==> src/imtr_pkg.sv <==
// Purpose: constants shared by the infrared motion / touch readout block
// Assumes: byte-wide register map, 8-bit addresses
// Notes:   multi-byte values put the high byte at the lower address
package imtr_pkg;
	// register offsets
	localparam logic [7:0] EVENT_FLAGS_ADDR      = 8'h10;
	localparam logic [7:0] GLOBAL_ACT_ADDR       = 8'h12;
	localparam logic [7:0] LIGHTING_FLAGS_ADDR   = 8'h13;
	localparam logic [7:0] RAW_COUNT_HI_ADDR     = 8'h22;
	localparam logic [7:0] RAW_COUNT_LO_ADDR     = 8'h23;
	localparam logic [7:0] POS_SUM_HI_ADDR       = 8'h34;
	localparam logic [7:0] POS_SUM_LO_ADDR       = 8'h35;
	localparam logic [7:0] NEG_SUM_HI_ADDR       = 8'h36;
	localparam logic [7:0] NEG_SUM_LO_ADDR       = 8'h37;
	localparam logic [7:0] CH0_SENSOR_CFG_ADDR   = 8'h50;
	localparam logic [7:0] CH1_SENSOR_CFG_ADDR   = 8'h51;
	localparam logic [7:0] GLOBAL_SENSOR_CFG_ADDR = 8'h53;
	localparam logic [7:0] CH0_TUNING_CFG_ADDR   = 8'h54;
	localparam logic [7:0] CH1_TUNING_CFG_ADDR   = 8'h55;
	localparam logic [7:0] EXTRA_SENSOR_CFG_ADDR = 8'h57;
	localparam logic [7:0] PROXIMITY_LEVEL_ADDR  = 8'h60;
	localparam logic [7:0] CONTACT_LEVEL_ADDR    = 8'h61;
	localparam logic [7:0] MOTION_CFG_ADDR       = 8'h90;
	localparam logic [7:0] MOTION_ENTER_ADDR     = 8'h91;
	localparam logic [7:0] MOTION_EXIT_ADDR      = 8'h92;
	localparam logic [7:0] MOTION_SCALE_ADDR     = 8'h93;

	// field positions
	localparam int CONTACT_EVENT_BIT   = 0;
	localparam int MOTION_TRIGGER_BIT  = 1;
	localparam int NEAR_FLAG_BIT       = 0;
	localparam int CONTACT_FLAG_BIT    = 1;
	localparam int INFRARED_EVENT_BIT  = 3;
	localparam int DUTY_RISING_BIT     = 3;
	localparam int PWM_CHANGING_BIT    = 4;
	localparam int CH0_RX0_ENABLE_BIT  = 0;

	// reset values
	localparam logic [7:0]  CFG_RESET     = 8'h00;
	localparam logic [7:0]  PROX_RESET    = 8'h08;
	localparam logic [7:0]  CONTACT_RESET = 8'h10;
	localparam logic [7:0]  ENTER_RESET   = 8'h10;
	localparam logic [7:0]  EXIT_RESET    = 8'h08;
	localparam logic [7:0]  SCALE_RESET   = 8'h01;
	localparam logic [15:0] COUNT_RESET   = 16'h0000;
	localparam logic [7:0]  BYTE_ZERO     = 8'h00;

	// delta-sum leak per sample, as a right shift
	localparam int SUM_LEAK_SHIFT = 2;
endpackage

==> src/imtr_readout.sv <==
// Purpose: readout and status of the infrared motion channel and the touch channel
// Assumes: samples arrive as one-cycle strobes from sensing logic in the core_clk domain
// Notes:   status registers are rebuilt at every sample, lighting flags at every clock; host writes to them are dropped
//
// How it works
// [RULE_01] channel 1 is motion only, channel 0 optional touch, channel 2 unused
// [RULE_02] host sets channel 0 to capacitive mode, receive 0 enabled, no transmit
// [RULE_03] host sets channel 1 to infrared mode, receive 1 enabled, no transmit
// [RULE_04] host programs tuning target above tuning base for channels 0 and 1
// [RULE_05] host keeps proximity level below contact level
// [RULE_06] host keeps motion exit level at or below motion enter level
// [RULE_07] event flags bit 1 set when the infrared channel sees movement
// [RULE_08] event flags bit 0 set when the touch sensor becomes active
// [RULE_09] global activation bit 3 shows an infrared motion event occurred
// [RULE_10] global activation bits 0 and 1 give channel 0 proximity and touch
// [RULE_11] lighting bit 4 high while pwm level changes, low while constant
// [RULE_12] lighting bit 3 high while duty rises, low while it falls
// [RULE_13] raw channel 1 count readable as high and low byte
// [RULE_14] positive delta sum grows when the count rises between samples
// [RULE_15] negative delta sum grows when the count falls between samples
// [RULE_16] event raised when either sum exceeds scale times enter level
// [RULE_17] no new event until sums fall below scale times exit level
// [RULE_18] host writes to flag, count and sum registers are ignored
`timescale 1ns/1ns

module imtr_readout
	import imtr_pkg::*;
#(
	parameter int COUNT_W = 16
) (
	input  wire logic               core_clk,       // 100 MHz clock
	input  wire logic               rst,            // synchronous, active high
	input  wire logic               reg_wr_en,      // register write strobe
	input  wire logic               reg_rd_en,      // register read strobe
	input  wire logic [7:0]         reg_addr,       // register byte address
	input  wire logic [7:0]         reg_wr_data,    // write byte
	output logic      [7:0]         reg_rd_data,    // read byte, valid with reg_rd_valid
	output logic                    reg_rd_valid,   // one-cycle read answer
	input  wire logic               motion_sample,  // channel 1 sample strobe
	input  wire logic [COUNT_W-1:0] motion_count,   // channel 1 raw count
	input  wire logic               touch_sample,   // channel 0 sample strobe
	input  wire logic [7:0]         touch_depth,    // channel 0 divergence below average
	input  wire logic [7:0]         pwm_duty        // current lighting duty level
);

	////////////////////////////////////////////////////////////////////////
	// configuration registers

	logic [7:0] chan_zero_sensor_config;
	logic [7:0] chan_one_sensor_config;
	logic [7:0] global_sensor_config;
	logic [7:0] chan_zero_tuning_config;
	logic [7:0] chan_one_tuning_config;
	logic [7:0] extra_global_sensor_config;
	logic [7:0] proximity_level;
	logic [7:0] contact_level;
	logic [7:0] motion_global_config;
	logic [7:0] motion_enter_level;
	logic [7:0] motion_exit_level;
	logic [7:0] motion_level_scale;

	// only configuration offsets decode; status offsets fall through
	always_ff @(posedge core_clk) begin
		if (rst) begin
			chan_zero_sensor_config    <= CFG_RESET;
			chan_one_sensor_config     <= CFG_RESET;
			global_sensor_config       <= CFG_RESET;
			chan_zero_tuning_config    <= CFG_RESET;
			chan_one_tuning_config     <= CFG_RESET;
			extra_global_sensor_config <= CFG_RESET;
			proximity_level            <= PROX_RESET;
			contact_level              <= CONTACT_RESET;
			motion_global_config       <= CFG_RESET;
			motion_enter_level         <= ENTER_RESET;
			motion_exit_level          <= EXIT_RESET;
			motion_level_scale         <= SCALE_RESET;
		end else if (reg_wr_en) begin
			case (reg_addr)   // see [RULE_18]
				CH0_SENSOR_CFG_ADDR:    chan_zero_sensor_config    <= reg_wr_data;
				CH1_SENSOR_CFG_ADDR:    chan_one_sensor_config     <= reg_wr_data;
				GLOBAL_SENSOR_CFG_ADDR: global_sensor_config       <= reg_wr_data;
				CH0_TUNING_CFG_ADDR:    chan_zero_tuning_config    <= reg_wr_data;
				CH1_TUNING_CFG_ADDR:    chan_one_tuning_config     <= reg_wr_data;
				EXTRA_SENSOR_CFG_ADDR:  extra_global_sensor_config <= reg_wr_data;
				PROXIMITY_LEVEL_ADDR:   proximity_level            <= reg_wr_data;
				CONTACT_LEVEL_ADDR:     contact_level              <= reg_wr_data;
				MOTION_CFG_ADDR:        motion_global_config       <= reg_wr_data;
				MOTION_ENTER_ADDR:      motion_enter_level         <= reg_wr_data;
				MOTION_EXIT_ADDR:       motion_exit_level          <= reg_wr_data;
				MOTION_SCALE_ADDR:      motion_level_scale         <= reg_wr_data;
				default: ;
			endcase
		end
	end

	////////////////////////////////////////////////////////////////////////
	// channel 1: raw count and delta sums

	logic [COUNT_W-1:0] motion_raw_count;
	logic [COUNT_W-1:0] motion_positive_delta_sum;
	logic [COUNT_W-1:0] motion_negative_delta_sum;
	logic [COUNT_W-1:0] next_pos_sum;
	logic [COUNT_W-1:0] next_neg_sum;
	logic               first_seen;

	// leak then add, saturating; without the leak a sum could never fall to re-arm
	function automatic logic [COUNT_W-1:0] leak_add(input logic [COUNT_W-1:0] sum,
	                                                input logic [COUNT_W-1:0] delta);
		logic [COUNT_W:0] total;
		total = {1'b0, sum - (sum >> SUM_LEAK_SHIFT)} + {1'b0, delta};
		leak_add = total[COUNT_W] ? {COUNT_W{1'b1}} : total[COUNT_W-1:0];
	endfunction

	always_comb begin
		next_pos_sum = leak_add(motion_positive_delta_sum, '0);
		next_neg_sum = leak_add(motion_negative_delta_sum, '0);
		if (first_seen && motion_count > motion_raw_count) begin
			next_pos_sum = leak_add(motion_positive_delta_sum,
			                        motion_count - motion_raw_count);   // see [RULE_14]
		end else if (first_seen && motion_count < motion_raw_count) begin
			next_neg_sum = leak_add(motion_negative_delta_sum,
			                        motion_raw_count - motion_count);   // see [RULE_15]
		end
	end

	// channel 1 is the motion channel whatever channel 0 does
	always_ff @(posedge core_clk) begin
		if (rst) begin
			motion_raw_count          <= COUNT_RESET;
			motion_positive_delta_sum <= COUNT_RESET;
			motion_negative_delta_sum <= COUNT_RESET;
			first_seen                <= 1'b0;
		end else if (motion_sample) begin   // see [RULE_01]
			motion_raw_count          <= motion_count;   // see [RULE_13]
			motion_positive_delta_sum <= next_pos_sum;
			motion_negative_delta_sum <= next_neg_sum;
			first_seen                <= 1'b1;
		end
	end

	////////////////////////////////////////////////////////////////////////
	// motion event detection with hysteresis

	logic [15:0] enter_limit;
	logic [15:0] exit_limit;
	logic        motion_armed;
	logic        motion_trigger_flag;
	logic        infrared_event_flag;
	logic        above_enter;
	logic        below_exit;

	function automatic logic [15:0] scaled(input logic [7:0] level, input logic [7:0] scale);
		scaled = level * scale;
	endfunction

	always_comb begin
		enter_limit = scaled(motion_enter_level, motion_level_scale);
		exit_limit  = scaled(motion_exit_level, motion_level_scale);
		above_enter = (16'(next_pos_sum) > enter_limit) || (16'(next_neg_sum) > enter_limit);
		below_exit  = (16'(next_pos_sum) < exit_limit) && (16'(next_neg_sum) < exit_limit);
	end

	always_ff @(posedge core_clk) begin
		if (rst) begin
			motion_armed        <= 1'b1;
			motion_trigger_flag <= 1'b0;
			infrared_event_flag <= 1'b0;
		end else if (motion_sample) begin
			motion_trigger_flag <= 1'b0;
			if (motion_armed && above_enter) begin
				motion_armed        <= 1'b0;   // see [RULE_16]
				motion_trigger_flag <= 1'b1;   // see [RULE_07]
				infrared_event_flag <= 1'b1;   // see [RULE_09]
			end else if (!motion_armed && below_exit) begin
				motion_armed        <= 1'b1;   // see [RULE_17]
				infrared_event_flag <= 1'b0;
			end
		end
	end

	////////////////////////////////////////////////////////////////////////
	// channel 0: optional touch, two-level activation

	logic touch_enabled;
	logic chan_zero_near_flag;
	logic chan_zero_contact_flag;
	logic contact_event;

	assign touch_enabled = chan_zero_sensor_config[CH0_RX0_ENABLE_BIT];

	always_ff @(posedge core_clk) begin
		if (rst) begin
			chan_zero_near_flag    <= 1'b0;
			chan_zero_contact_flag <= 1'b0;
			contact_event          <= 1'b0;
		end else if (!touch_enabled) begin
			chan_zero_near_flag    <= 1'b0;
			chan_zero_contact_flag <= 1'b0;
			contact_event          <= 1'b0;
		end else if (touch_sample) begin
			chan_zero_near_flag    <= touch_depth > proximity_level;   // see [RULE_10]
			chan_zero_contact_flag <= touch_depth > contact_level;     // see [RULE_10]
			contact_event <= (touch_depth > contact_level) && !chan_zero_contact_flag;   // see [RULE_08]
		end
	end

	////////////////////////////////////////////////////////////////////////
	// lighting activity

	logic [7:0] prev_duty;
	logic       pwm_changing_flag;
	logic       duty_rising_flag;

	always_ff @(posedge core_clk) begin
		if (rst) begin
			// track the live level in reset so release shows no false change or rise
			prev_duty         <= pwm_duty;
			pwm_changing_flag <= 1'b0;
			duty_rising_flag  <= 1'b0;
		end else begin
			prev_duty         <= pwm_duty;
			pwm_changing_flag <= pwm_duty != prev_duty;   // see [RULE_11]
			// direction holds its last value while the level is steady
			if (pwm_duty > prev_duty) begin
				duty_rising_flag <= 1'b1;   // see [RULE_12]
			end else if (pwm_duty < prev_duty) begin
				duty_rising_flag <= 1'b0;   // see [RULE_12]
			end
		end
	end

	////////////////////////////////////////////////////////////////////////
	// read port

	logic [7:0] event_flags;
	logic [7:0] global_activation_flags;
	logic [7:0] lighting_flags;
	logic [7:0] next_rd_data;

	always_comb begin
		event_flags = BYTE_ZERO;
		event_flags[MOTION_TRIGGER_BIT] = motion_trigger_flag;
		event_flags[CONTACT_EVENT_BIT]  = contact_event;
		global_activation_flags = BYTE_ZERO;
		global_activation_flags[INFRARED_EVENT_BIT] = infrared_event_flag;
		global_activation_flags[NEAR_FLAG_BIT]      = chan_zero_near_flag;
		global_activation_flags[CONTACT_FLAG_BIT]   = chan_zero_contact_flag;
		lighting_flags = BYTE_ZERO;
		lighting_flags[PWM_CHANGING_BIT] = pwm_changing_flag;
		lighting_flags[DUTY_RISING_BIT]  = duty_rising_flag;
	end

	always_comb begin
		case (reg_addr)
			EVENT_FLAGS_ADDR:       next_rd_data = event_flags;
			GLOBAL_ACT_ADDR:        next_rd_data = global_activation_flags;
			LIGHTING_FLAGS_ADDR:    next_rd_data = lighting_flags;
			RAW_COUNT_HI_ADDR:      next_rd_data = motion_raw_count[15:8];
			RAW_COUNT_LO_ADDR:      next_rd_data = motion_raw_count[7:0];
			POS_SUM_HI_ADDR:        next_rd_data = motion_positive_delta_sum[15:8];
			POS_SUM_LO_ADDR:        next_rd_data = motion_positive_delta_sum[7:0];
			NEG_SUM_HI_ADDR:        next_rd_data = motion_negative_delta_sum[15:8];
			NEG_SUM_LO_ADDR:        next_rd_data = motion_negative_delta_sum[7:0];
			CH0_SENSOR_CFG_ADDR:    next_rd_data = chan_zero_sensor_config;
			CH1_SENSOR_CFG_ADDR:    next_rd_data = chan_one_sensor_config;
			GLOBAL_SENSOR_CFG_ADDR: next_rd_data = global_sensor_config;
			CH0_TUNING_CFG_ADDR:    next_rd_data = chan_zero_tuning_config;
			CH1_TUNING_CFG_ADDR:    next_rd_data = chan_one_tuning_config;
			EXTRA_SENSOR_CFG_ADDR:  next_rd_data = extra_global_sensor_config;
			PROXIMITY_LEVEL_ADDR:   next_rd_data = proximity_level;
			CONTACT_LEVEL_ADDR:     next_rd_data = contact_level;
			MOTION_CFG_ADDR:        next_rd_data = motion_global_config;
			MOTION_ENTER_ADDR:      next_rd_data = motion_enter_level;
			MOTION_EXIT_ADDR:       next_rd_data = motion_exit_level;
			MOTION_SCALE_ADDR:      next_rd_data = motion_level_scale;
			default:                next_rd_data = BYTE_ZERO;
		endcase
	end

	always_ff @(posedge core_clk) begin
		if (rst) begin
			reg_rd_data  <= BYTE_ZERO;
			reg_rd_valid <= 1'b0;
		end else begin
			reg_rd_valid <= reg_rd_en;
			if (reg_rd_en) begin
				reg_rd_data <= next_rd_data;
			end
		end
	end

endmodule

==> config.mk <==
export PLATFORM = sky130hd
export DESIGN_NAME = imtr_readout
export DESIGN_NICKNAME = d
export VERILOG_FILES = /design/src/imtr_pkg.sv /design/src/imtr_readout.sv
export SDC_FILE = /design/constraint.sdc
export NUM_CORES = 1
export LEC_CHECK = 0
export BUFFER_PORTS_ARGS = -buffer_cell sky130_fd_sc_hd__buf_2
export CORE_MARGIN = 8
export CORE_UTILIZATION = 58
export CTS_CLUSTER_DIAMETER = 40
export DETAILED_ROUTE_END_ITERATION = 16
export PLACE_DENSITY = 0.88
export REMOVE_ABC_BUFFERS = 1
export SLEW_MARGIN = 20
export SYNTH_ARGS = -nofsm -noshare
export SYNTH_HDL_FRONTEND = slang
export SYNTH_SLANG_ARGS = --single-unit
export TNS_END_PERCENT = 10
==> constraint.sdc <==
create_clock -name core_clk -period 7.17 [get_ports core_clk]
set_input_delay 1.434 -clock core_clk [delete_from_list [all_inputs] [get_ports core_clk]]
set_output_delay 1.434 -clock core_clk [all_outputs]
set_load 0.03 [all_outputs]
==> run metrics <==
Longest Clk Path Bufs=2; Worst EP arrival=between 7 and 8 ns; Mapped Avg Cell Area=7.963 µm²; initial antenna violation count=2; Synth top cells by count=248 x ha_1, 242 x inv_1, 218 x nand2_1; initial DRC count=around 2000; Setup WS post-layout=approximately 0.19 ns; DR pass1 iterations=9; DR vias=between 15000 and 20000; count leader, synth=ha_1; CP Class=in2reg; number of non-filler instances in the completed layout=2697; Setup Total Neg Slack=0 ns; Max transition margin=between 20% and 30%; outcome=completed; Final nets=around 2700; leading area contributor after synthesis=dfxtp_1; setup violators final=0; drt drc=0; clock root buffer=clkbuf_16; ant diodes=0; placed insts=between 2000 and 3000; share of layout cells above drive strength 1=~8.6%; critical path depth=29; overflow left after global routing=0; maximum vdd drop=roughly 290 µV; worst-margin pin slew=between 1 and 1.5 ns; dpl ws=-0.2092 ns; largest net degree at the start of global routing=~110; Power Dens Cells=roughly 460 nW/µm²; Die Width=191.4 µm; Placer Congestion=1.017; final WL=55900 µm; Die Height=between 150 and 200 µm; Starting Density=~60%; CTS HTree Levels=4; Final Skew=about 0.013 ns; total CTS buffers=17; dpl hpwl=approximately 43000 µm; CTS clk-pin slew, worst paths=approximately 0.080 ns; IO buf count=62; critical path required time=around 7.5 ns; fill cell count=about 2500; drt wl/cell=between 20 and 25 µm; asr flop ratio synth=0%; Ports=63; largest fanout on the critical path=4; Syn Std Cell Area=approximately 18000 µm²; Hold Fails Final Rpt=0; cell mode on critical path=a21o_1; Worst path max stage delay=approximately 0.46 ns; post-synthesis register bit count=170; area grow syn2layout=8.789%; share of the synthesized area in the top cell type=19.06%; Most used DFF post-synth=dfxtp_1; GRT Resource Usage Total=a little under a third; Lkg Pwr=between 0.008 and 0.009 µW; Max Clock Freq=approximately 140 MHz; WP buf/inv=3; Critical Path End Type=flop; synth unique cells=between 80 and 90; final period utilization=97.36%; EDFF count, synth=0; TritonCTS clock tree=built; vias in the first global route=between 15000 and 20000; CTS sink cnt=170; maxcap violations=0; hold_buf cts=0; slowest stage cell, crit path=fa_1; Final Critical Period=6.981 ns; via/cell ratio=about 6.4; Synth Warn #=0; Synth Instances=about 2200; post-route ant nets=0; largest cells by area after synthesis=dfxtp_1 19%, ha_1 17%, fa_1 8.7%; die area=approximately 37000 µm²; worst hold path type=reg2reg; sequential cell area fraction in the yosys report=19.06%; Reg2Reg Depth=26; worst skew pair latency=between 0.4 and 0.5 ns; Final Max Slew Viols=0; WHS Path Cells=2; core area=between 30000 and 40000 µm²; Crit path max-delay family=compound AO/OA/AOI/OAI gates; global-route wire length before repair=88150 µm; Startpoint Class=input port; row count=64
-- cells by family (layout without fill, tap and decap cells) --
family,count (synthesis),count (layout),share of synthesized area [%]
DFF,170,170,19.06
xor gates and xnor gates,89,89,4.366
buffers and inverters,342,401,7.394
muxes,77,77,4.829
and+or+nand+nor,733,733,19.06
adders and majority gates,326,326,26.13
AOI/OAI and AO/OA,505,505,19.16
-- cell usage in the layout (no fill, tap or decap), types with 27 or more instances in the layout --
master / instances
ha_1: 248
inv_1: 242
nand2_1: 218
nor2_1: 193
dfxtp_1: 168
a21oi_1: 155
nand3_1: 110
fa_1: 78
and2_1: 70
mux2i_1: 67
buf_4: 66
buf_2: 61
xnor2_1: 56
o21ai_0: 49
a21o_1: 46
nor3_1: 39
xor2_1: 33
o21a_1: 31
nor2b_1: 27
-- per-layer routing --
layer	GRT usage, %	vias to the layer above	share of wire, %
met5	0	-	0.047
met4	15.19	4	5.5
li1	-	7882	-
met1	38.22	8103	40
met3	6.713	227	10
met2	47.80	999	45
-- worst min-delay path, stage by stage (launching register included) --
cell and delay [ns]:
dfxtp_1 0.32, nand2_1 0.05, a21oi_1 0.05
-- area by class of cell --
type	instances	area, µm²	area share [%]
clock inverter	15	210.2	1.082
clock buffer	17	425.4	2.190
timing repair buffer	127	800.8	4.123
inverter	242	908.4	4.677
multi-input combinational	1730	13180	67.84
tap	396	495.5	2.551
sequential	170	3406	17.54
-- report_power, final --
group          switching [µW]  internal, µW  total, µW
registers                 139          1030       1170
logic                    3860          2870       6730
clock network             494           515       1010
total                    4490          4420       8910
-- sequential cells by signal, indices dropped and copies added (netlist names), 8 cells and up --
signal	flops
motion_negative_delta_sum	16
motion_positive_delta_sum	16
motion_raw_count	16
chan_one_sensor_config	8
chan_one_tuning_config	8
chan_zero_sensor_config	8
chan_zero_tuning_config	8
contact_level	8
extra_global_sensor_config	8
global_sensor_config	8
motion_enter_level	8
motion_exit_level	8
motion_global_config	8
motion_level_scale	8
prev_duty	8
proximity_level	8
reg_rd_data	8
-- stage by stage --
step	hold WS, ns	util (%)	power [µW]	instance area (µm²)
after floorplan	0.4297	-	5696	17440
after global placement	0.4418	61.47	7351	18700
after detailed placement	0.4497	61.47	7524	18700
after CTS	0.4606	63.56	8588	19340
after global routing	0.4766	63.82	9537	19420
final	0.4627	63.82	8907	19420
-- final timing paths --
check,start,to,slack [ns]
hold reg to reg,motion_global_config[7],motion_global_config[7],0.46
hold / removal,motion_global_config[7],motion_global_config[7],0.46
setup reg to reg,motion_level_scale[2],motion_armed,0.52
setup / recovery,motion_count[1],motion_armed,0.19
-- timing repair --
item | CTS | global route
setup endpoints to repair | 0 | 3
resized for setup | 0 | 16
setup buffers | 0 | 5
No activity file was read; power rests on OpenSTA's default activity.
